`src/rtl/csr_pkg.sv`:
```
/*
 Constants for the core special registers: register offsets, reset values,
 status word field positions, ALU operation codes and BCD and product limits.
 Assumes a byte-wide CPU core driving one synchronous clock domain.
*/
package csr_pkg;
   localparam logic [7:0] ADDR_STACK   = 8'h81;
   localparam logic [7:0] ADDR_PTR_LO  = 8'h82;
   localparam logic [7:0] ADDR_PTR_HI  = 8'h83;
   localparam logic [7:0] ADDR_AUX     = 8'ha2;
   localparam logic [7:0] ADDR_STATUS  = 8'hd0;
   localparam logic [7:0] ADDR_ACC     = 8'he0;
   localparam logic [7:0] ADDR_MULDIV  = 8'hf0;

   localparam logic [7:0] RST_STACK    = 8'h07;
   localparam logic [7:0] RST_ZERO     = 8'h00;

   localparam int BIT_CARRY  = 7;
   localparam int BIT_AUXC   = 6;
   localparam int BIT_USER0  = 5;
   localparam int BIT_BANKHI = 4;
   localparam int BIT_BANKLO = 3;
   localparam int BIT_OVF    = 2;
   localparam int BIT_USER1  = 1;
   localparam int BIT_PARITY = 0;
   localparam int BIT_PSEL   = 0;

   localparam logic [7:0] BCD_LIMIT    = 8'h99;
   localparam logic [7:0] PROD_LIMIT   = 8'hff;

   typedef enum logic [3:0] {
      CSR_OP_NONE = 4'b0000,
      CSR_OP_ADD  = 4'b0001,
      CSR_OP_ADDC = 4'b0010,
      CSR_OP_SUBB = 4'b0011,
      CSR_OP_MUL  = 4'b0100,
      CSR_OP_DIV  = 4'b0101,
      CSR_OP_DA   = 4'b0110,
      CSR_OP_CJNE = 4'b0111,
      CSR_OP_PUSH = 4'b1000,
      CSR_OP_POP  = 4'b1001
   } csr_op_t;
endpackage

```
`src/rtl/csr_alu.sv`:
```
/*
 Arithmetic unit for the core special registers: results and flags for
 add, subtract, multiply, divide, decimal adjust and compare.
 Assumes operands stable in the cycle the operation is committed.
*/
`timescale 1ns/10ps
`default_nettype none
module csr_alu (
   input  wire csr_pkg::csr_op_t op_i,
   input  wire logic [7:0]       acc_i,
   input  wire logic [7:0]       opnd_i,
   input  wire logic [7:0]       sec_i,
   input  wire logic             cy_i,
   input  wire logic             ac_i,
   output logic [7:0]            res_a_o,
   output logic [7:0]            res_b_o,
   output logic                  cy_o,
   output logic                  ac_o,
   output logic                  ov_o,
   output logic                  cy_we_o,
   output logic                  ac_we_o,
   output logic                  ov_we_o
);
   import csr_pkg::*;

   wire logic       cin     = (op_i == CSR_OP_ADDC || op_i == CSR_OP_SUBB) ? cy_i : 1'b0;
   wire logic [4:0] add_lo  = {1'b0, acc_i[3:0]} + {1'b0, opnd_i[3:0]} + {4'b0000, cin};
   wire logic [7:0] add_c7  = {1'b0, acc_i[6:0]} + {1'b0, opnd_i[6:0]} + {7'h00, cin};
   wire logic [8:0] add_all = {1'b0, acc_i} + {1'b0, opnd_i} + {8'h00, cin};
   wire logic [4:0] sub_lo  = {1'b0, acc_i[3:0]} - {1'b0, opnd_i[3:0]} - {4'b0000, cin};
   wire logic [7:0] sub_c7  = {1'b0, acc_i[6:0]} - {1'b0, opnd_i[6:0]} - {7'h00, cin};
   wire logic [8:0] sub_all = {1'b0, acc_i} - {1'b0, opnd_i} - {8'h00, cin};
   wire logic [15:0] prod   = acc_i * sec_i;
   wire logic        div0   = (sec_i == 8'h00);
   wire logic [7:0]  quo    = div0 ? 8'h00 : acc_i / sec_i;
   wire logic [7:0]  rem    = div0 ? 8'h00 : acc_i % sec_i;
   wire logic        da_lo  = (acc_i[3:0] > 4'h9) || ac_i;
   wire logic [8:0]  da_s1  = {1'b0, acc_i} + (da_lo ? 9'h006 : 9'h000);
   wire logic        da_hi  = (da_s1[7:4] > 4'h9) || cy_i || da_s1[8];
   wire logic [8:0]  da_s2  = da_s1 + (da_hi ? 9'h060 : 9'h000);

   always_comb begin
      res_a_o = acc_i;
      res_b_o = sec_i;
      cy_o = cy_i;
      ac_o = ac_i;
      ov_o = 1'b0;
      cy_we_o = 1'b0;
      ac_we_o = 1'b0;
      ov_we_o = 1'b0;
      unique case (op_i)
         CSR_OP_ADD, CSR_OP_ADDC: begin
            res_a_o = add_all[7:0];
            cy_o = add_all[8];
            ac_o = add_lo[4];
            ov_o = add_all[8] ^ add_c7[7];
            {cy_we_o, ac_we_o, ov_we_o} = 3'b111;
         end
         CSR_OP_SUBB: begin
            res_a_o = sub_all[7:0];
            cy_o = sub_all[8];
            ac_o = sub_lo[4];
            ov_o = sub_all[8] ^ sub_c7[7];
            {cy_we_o, ac_we_o, ov_we_o} = 3'b111;
         end
         CSR_OP_MUL: begin
            res_a_o = prod[7:0];
            res_b_o = prod[15:8];
            cy_o = 1'b0;
            ov_o = (prod > {8'h00, PROD_LIMIT});
            {cy_we_o, ov_we_o} = 2'b11;
         end
         CSR_OP_DIV: begin
            res_a_o = quo;
            res_b_o = rem;
            cy_o = 1'b0;
            ov_o = div0;
            {cy_we_o, ov_we_o} = 2'b11;
         end
         CSR_OP_DA: begin
            res_a_o = da_s2[7:0];
            cy_o = cy_i | da_s2[8] | da_hi;
            cy_we_o = 1'b1;
         end
         CSR_OP_CJNE: begin
            cy_o = (acc_i < opnd_i);
            cy_we_o = 1'b1;
         end
         default: begin
         end
      endcase
   end
endmodule
`default_nettype wire

```
`src/rtl/csr_core_regs.sv`:
```
/*
 Core special registers: accumulator, secondary register, stack pointer,
 two data pointers with select, and the program status word.
 Assumes the execution unit issues one operation or one register access
 per cycle; register reads return data one cycle after the strobe.
*/
// The strobed register port was decided locally.
`timescale 1ns/10ps
`default_nettype none
module csr_core_regs (
   input  wire logic             clk_i,
   input  wire logic             rst_i,
   input  wire logic [7:0]       addr_i,
   input  wire logic [7:0]       wdata_i,
   input  wire logic             wr_i,
   input  wire logic             rd_i,
   output logic [7:0]            rdata_o,
   input  wire logic             bit_we_i,
   input  wire logic [2:0]       bit_sel_i,
   input  wire logic             bit_val_i,
   output logic                  acc_bit_o,
   input  wire csr_pkg::csr_op_t op_i,
   input  wire logic [7:0]       opnd_i,
   output logic [7:0]            acc_o,
   output logic [7:0]            sec_o,
   output logic [7:0]            stack_pointer_o,
   output logic [7:0]            stack_addr_o,
   output logic                  stack_we_o,
   output logic [7:0]            stack_wdata_o,
   output logic [15:0]           data_pointer_o,
   output logic [7:0]            program_status_word_o,
   input  wire logic [2:0]       work_reg_i,
   output logic [7:0]            work_reg_addr_o
);
   import csr_pkg::*;

   logic [7:0]  acc_reg, sec_reg, sp_reg, psw_reg, aux_reg;
   logic [15:0] ptr0_reg, ptr1_reg;
   logic [7:0]  rdata_reg, stack_addr_reg, stack_wdata_reg;
   logic        stack_we_reg;
   logic [7:0]  res_a, res_b;
   logic        cy_n, ac_n, ov_n, cy_we, ac_we, ov_we;

   csr_alu u_alu (
      .op_i    (op_i),
      .acc_i   (acc_reg),
      .opnd_i  (opnd_i),
      .sec_i   (sec_reg),
      .cy_i    (psw_reg[BIT_CARRY]),
      .ac_i    (psw_reg[BIT_AUXC]),
      .res_a_o (res_a),
      .res_b_o (res_b),
      .cy_o    (cy_n),
      .ac_o    (ac_n),
      .ov_o    (ov_n),
      .cy_we_o (cy_we),
      .ac_we_o (ac_we),
      .ov_we_o (ov_we)
   );

   // Register decode
   wire logic psel     = aux_reg[BIT_PSEL];
   wire logic wr_acc   = wr_i && addr_i == ADDR_ACC;
   wire logic wr_sec   = wr_i && addr_i == ADDR_MULDIV;
   wire logic wr_sp    = wr_i && addr_i == ADDR_STACK;
   wire logic wr_lo    = wr_i && addr_i == ADDR_PTR_LO;
   wire logic wr_hi    = wr_i && addr_i == ADDR_PTR_HI;
   wire logic wr_psw   = wr_i && addr_i == ADDR_STATUS;
   wire logic wr_aux   = wr_i && addr_i == ADDR_AUX;
   wire logic alu_a    = op_i inside {CSR_OP_ADD, CSR_OP_ADDC, CSR_OP_SUBB,
                                      CSR_OP_MUL, CSR_OP_DIV, CSR_OP_DA};
   wire logic alu_b    = op_i inside {CSR_OP_MUL, CSR_OP_DIV};
   wire logic [15:0] ptr_act = psel ? ptr1_reg : ptr0_reg;

   // Accumulator next value with single-bit writes
   logic [7:0] acc_next;
   always_comb begin
      acc_next = acc_reg;
      if (alu_a) begin
         acc_next = res_a;
      end else if (wr_acc) begin
         acc_next = wdata_i;
      end else if (bit_we_i) begin
         acc_next[bit_sel_i] = bit_val_i;
      end
   end

   wire logic [7:0] sec_next = alu_b ? res_b : (wr_sec ? wdata_i : sec_reg);

   wire logic [7:0] sp_inc  = sp_reg + 8'h01;
   wire logic [7:0] sp_next = (op_i == CSR_OP_PUSH) ? sp_inc :
                              (op_i == CSR_OP_POP) ? sp_reg - 8'h01 :
                              (wr_sp ? wdata_i : sp_reg);

   wire logic [15:0] ptr_wr  = wr_lo ? {ptr_act[15:8], wdata_i} :
                               (wr_hi ? {wdata_i, ptr_act[7:0]} : ptr_act);
   wire logic        ptr_upd = wr_lo || wr_hi;

   // Status word: parity is never stored from software
   logic [7:0] psw_next;
   always_comb begin
      psw_next = wr_psw ? wdata_i : psw_reg;
      if (cy_we) begin
         psw_next[BIT_CARRY] = cy_n;
      end
      if (ac_we) begin
         psw_next[BIT_AUXC] = ac_n;
      end
      if (ov_we) begin
         psw_next[BIT_OVF] = ov_n;
      end
      psw_next[BIT_PARITY] = ^acc_next;
   end

   wire logic [1:0] bank = {psw_reg[BIT_BANKHI], psw_reg[BIT_BANKLO]};

   logic [7:0] rd_mux;
   always_comb begin
      unique case (addr_i)
         ADDR_ACC:    rd_mux = acc_reg;
         ADDR_MULDIV: rd_mux = sec_reg;
         ADDR_STACK:  rd_mux = sp_reg;
         ADDR_PTR_LO: rd_mux = ptr_act[7:0];
         ADDR_PTR_HI: rd_mux = ptr_act[15:8];
         ADDR_STATUS: rd_mux = psw_reg;
         ADDR_AUX:    rd_mux = {7'h00, aux_reg[BIT_PSEL]};
         default:     rd_mux = 8'h00;
      endcase
   end

   always_ff @(posedge clk_i) begin
      if (rst_i) begin
         acc_reg  <= RST_ZERO;
         sec_reg  <= RST_ZERO;
         psw_reg  <= RST_ZERO;
         ptr0_reg <= {RST_ZERO, RST_ZERO};
         ptr1_reg <= {RST_ZERO, RST_ZERO};
         aux_reg  <= RST_ZERO;
         sp_reg   <= RST_STACK;
      end else begin
         acc_reg <= acc_next;
         sec_reg <= sec_next;
         psw_reg <= psw_next;
         sp_reg  <= sp_next;
         if (wr_aux) begin
            aux_reg <= {7'h00, wdata_i[BIT_PSEL]};
         end
         if (ptr_upd && !psel) begin
            ptr0_reg <= ptr_wr;
         end
         if (ptr_upd && psel) begin
            ptr1_reg <= ptr_wr;
         end
      end
   end

   always_ff @(posedge clk_i) begin
      if (rst_i) begin
         rdata_reg       <= 8'h00;
         stack_we_reg    <= 1'b0;
         stack_addr_reg  <= 8'h00;
         stack_wdata_reg <= 8'h00;
      end else begin
         rdata_reg       <= rd_i ? rd_mux : 8'h00;
         stack_we_reg    <= (op_i == CSR_OP_PUSH);
         stack_addr_reg  <= sp_inc;
         stack_wdata_reg <= opnd_i;
      end
   end

   assign rdata_o               = rdata_reg;
   assign acc_bit_o             = acc_reg[bit_sel_i];
   assign acc_o                 = acc_reg;
   assign sec_o                 = sec_reg;
   assign stack_pointer_o       = sp_reg;
   assign stack_addr_o          = stack_addr_reg;
   assign stack_we_o            = stack_we_reg;
   assign stack_wdata_o         = stack_wdata_reg;
   assign data_pointer_o        = ptr_act;
   assign program_status_word_o = psw_reg;
   assign work_reg_addr_o       = {3'b000, bank, work_reg_i};
endmodule
`default_nettype wire

```
`config.mk`:
```
export PLATFORM = sky130hd
export DESIGN_NAME = csr_core_regs
export DESIGN_NICKNAME = d
export VERILOG_FILES = /design/src/rtl/csr_pkg.sv /design/src/rtl/csr_alu.sv /design/src/rtl/csr_core_regs.sv
export SDC_FILE = /design/constraint.sdc
export NUM_CORES = 1
export LEC_CHECK = 0
export BUFFER_PORTS_ARGS = -buffer_cell sky130_fd_sc_hd__buf_2
export CAP_MARGIN = 20
export CORE_UTILIZATION = 53
export DETAILED_ROUTE_END_ITERATION = 8
export GPL_ROUTABILITY_DRIVEN = 0
export GPL_TIMING_DRIVEN = 0
export PLACE_DENSITY = 0.77
export SLEW_MARGIN = 20
export SYNTH_ARGS = -nofsm -noshare
export SYNTH_HDL_FRONTEND = slang
export SYNTH_SLANG_ARGS = --single-unit
export TNS_END_PERCENT = 10
```
`constraint.sdc`:
```
create_clock -name clk_i -period 10.5 [get_ports clk_i]
set_clock_uncertainty 0.05 [all_clocks]
set_input_delay 2.1 -clock clk_i [delete_from_list [all_inputs] [get_ports clk_i]]
set_output_delay 2.1 -clock clk_i [all_outputs]
set_load 0.03 [all_outputs]
```
==> out/qor.csv <==
stage,metric,value,unit
synthesis,post-synthesis cell type count,85,
worst_setup_path,max incr delay on CP,0.54,ns
worst_setup_path,"critical path fanouts, max",12,
sta,final period utilization,105,%
final_layout,Nets,1613,
worst_setup_path,CP endpoint kind,flip-flop,
synthesis,synth cell count leaders,"162 x nor2_1, 113 x ha_1, 113 x nand2_1",
status,result of the run,"finished, violations left",
worst_setup_path,Setup CP Type,reg -> reg,
sta,fin. max-slew vios,0,
detailed_routing,Detailed Route WL,33000,um
detailed_routing,DR vias,10283,
floorplanning,Placeable Area,0.0182,mm2
synthesis,Yosys top cell area share,18.0,%
floorplanning,die width,139,um
sta,TNS Setup,-3.48,ns
hold_path,Hold Crit Depth,2,
floorplanning,Die Footprint,0.0194,mm2
synthesis,Async SR Flop Fraction,0,%
detailed_routing,DR iter-0 viols,990,
sta,final hold vios,0,
clock_network,CTS Sinks,90,
floorplanning,row cnt,49,
worst_setup_path,RR Endpoint,sec_o[7],
final_layout,Area Growth Syn to Fin,20.2,%
hold_path,Hold EP,ptr0_reg[11],
floorplanning,Starting Density,54.9,%
detailed_routing,vias per std cell,6.22,
sta,final setup fails,10,
clock_network,CTS tree,built,
clock_network,clock transition at the registers of the reported paths,0.08,ns
global_routing,number of antenna violations at the first check in global routing,1,
hold_path,hold_sp,ptr0_reg[11],
clock_network,CTS buffer count,9,
final_layout,share of cells above drive strength 1,21.0,%
flow_run,max-cap viol count,0,
sta,hold slack final,0.405,ns
synthesis,Synth warnings,0,
sta,Worst-Margin Slew,1.07,ns
placement,HPWL Detailed,23900,um
synthesis,Synth area leader,dfxtp_1,
synthesis,Synth Register Bits,90,
detailed_routing,DRC violation count after routing,0,
final_layout,Non-Filler Instances,1652,
synthesis,post-synthesis sequential area ratio,18.0,%
final_layout,Util after Layout,66.0,%
global_routing,vias in the first global route,9691,
placement,Post-Place Cells,1584,
worst_setup_path,r2r setup slk,-0.56,ns
detailed_routing,drt pass-1 iters,5,
synthesis,post-synthesis cell count,1253,
clock_network,CTS H-tree depth,3,
synthesis,synthesized area per cell,7.98,um2
synthesis,Most used DFF post-synth,dfxtp_1,
synthesis,most instantiated library cell after synthesis,nor2_1,
sta,Worst slew margin,28.2,%
worst_setup_path,crit start category,flip-flop,
worst_setup_path,CP required,10.68,ns
global_routing,first-pass GRT wire length,51100,um
synthesis,"EDFF count, synth",0,
worst_setup_path,r2r startpoint,sec_o[1],
worst_setup_path,Critical Path AT,11.23,ns
synthesis,Synth area leaders,"dfxtp_1 18%, ha_1 14%, fa_1 8.6%",
sta,RSZ-0062 raised after global routing,yes,
floorplanning,die height,139,um
global_routing,largest net degree at the start of global routing,18,
floorplanning,I/O pin cnt,122,
detailed_routing,WL per Instance,20.0,um
final_layout,FILL cells,1489,
clock_network,clock tree buffer depth,2,
sta,Achievable Freq,0.0905,GHz
status,failing checks,negative setup slack,
hold_path,Worst Hold Class,reg -> reg,
worst_setup_path,FF-to-FF path depth,49,
sta,Final WS setup,-0.555,ns
detailed_routing,post-route ant nets,0,
global_routing,gr ovfl total,0,
synthesis,Synth Cell Area,0.0100,mm2
placement,port bufs,100,
worst_setup_path,critical path's slowest cell,clkbuf_1,
sta,fin crit period,11.06,ns
clock_network,insertion delay to the later sink of the worst-skew pair,0.37,ns
clock_network,root buffer cell,clkbuf_16,
global_routing,overall routing resource usage,33.6,%
-- stage by stage --
step / cell area (um2) / setup slack, ns
after floorplan: 10200 / -0.00173
after global placement: 10900 / -1.70
after detailed placement: 10900 / -1.82
after CTS: 11900 / -0.417
after global routing: 12000 / -0.844
final: 12000 / -0.555
-- routing by layer --
metal,track usage (%),vias up,wire length (um)
met1,42.6,4863,13300
met4,19.5,0,1800
met3,7.23,142,3400
met2,52.6,586,14500
met5,0,-,0
li1,-,4692,-
-- cell type report --
| cell class | count | area (um2) | share of cell area (%) |
|---|---|---|---|
| inverter | 103 | 387 | 3.22 |
| timing repair buffer | 151 | 902 | 7.51 |
| tap | 229 | 287 | 2.39 |
| sequential | 90 | 1810 | 15.1 |
| multi-input combinational | 988 | 7980 | 66.4 |
| antenna | 1 | 2.50 | 0.0208 |
| buffer | 74 | 348 | 2.90 |
| clock inverter | 6 | 57.6 | 0.479 |
| clock buffer | 10 | 239 | 1.99 |
-- kinds of logic (layout without fill, tap and decap cells) --
kind of cell	count (synthesis)	after routing	synth area share, %
simple gates	416	416	19.3
buf+inv	177	344	7.13
fa+ha+maj	156	156	22.8
xor+xnor	56	56	5.33
compound gates	275	275	18.3
mux	82	82	9.04
other cells	1	4	0.0375
flops	90	90	18.0
-- worst max path at each step --
stage | slack, ns | cells after the start | endpoint | startpoint
global placement | -1.70 | 45 | sec_o[7] | sec_o[0]
floorplan | -0.002 | 46 | program_status_word_o[0] | sec_o[4]
global route | -0.84 | 52 | sec_o[7] | sec_o[7]
detailed placement | -1.82 | 47 | sec_o[7] | sec_o[4]
finish | -0.56 | 49 | sec_o[7] | sec_o[1]
CTS | -0.42 | 48 | program_status_word_o[0] | sec_o[7]
-- critical path, delay by kind of cell (launching register included) --
kind | cells | cell delay (ns)
AO/OA/AOI/OAI | 22 | 4.23
adder cells (fa/ha/maj) | 7 | 2.29
buffers and inverters | 8 | 1.79
flip-flops | 1 | 0.45
multiplexers | 4 | 1.18
AND/OR/NAND/NOR | 8 | 0.90
-- cell usage in the layout (no fill, tap or decap), types with 10 or more instances in the layout --
| cell type | n |
|---|---|
| ha_4 | 16 |
| nor2b_1 | 12 |
| nand2b_1 | 20 |
| a21oi_1 | 75 |
| a221oi_1 | 13 |
| dfxtp_1 | 86 |
| buf_2 | 103 |
| o21ai_0 | 36 |
| buf_4 | 56 |
| clkbuf_1 | 53 |
| ha_1 | 97 |
| mux2_2 | 20 |
| mux2_4 | 10 |
| nand3_1 | 15 |
| inv_1 | 97 |
| nor2_1 | 160 |
| a21o_1 | 10 |
| o21a_1 | 12 |
| mux2i_1 | 45 |
| nand2_1 | 111 |
| clkbuf_16 | 10 |
| xnor2_1 | 35 |
| o211ai_1 | 16 |
| fa_1 | 42 |
| xor2_1 | 18 |
| nor3_1 | 28 |
-- what timing repair did --
| action | CTS | global route |
|---|---|---|
| pin swaps | 50 | 19 |
| setup buffers | 42 | 9 |
| gates resized for setup | 56 | 17 |
| hold buffers | 0 | 0 |
| setup endpoints to repair | 10 | 10 |
Power is left out: the tool's default activity adds up to more than one toggle a clock period on the data nets, which glitch-free logic cannot reach.
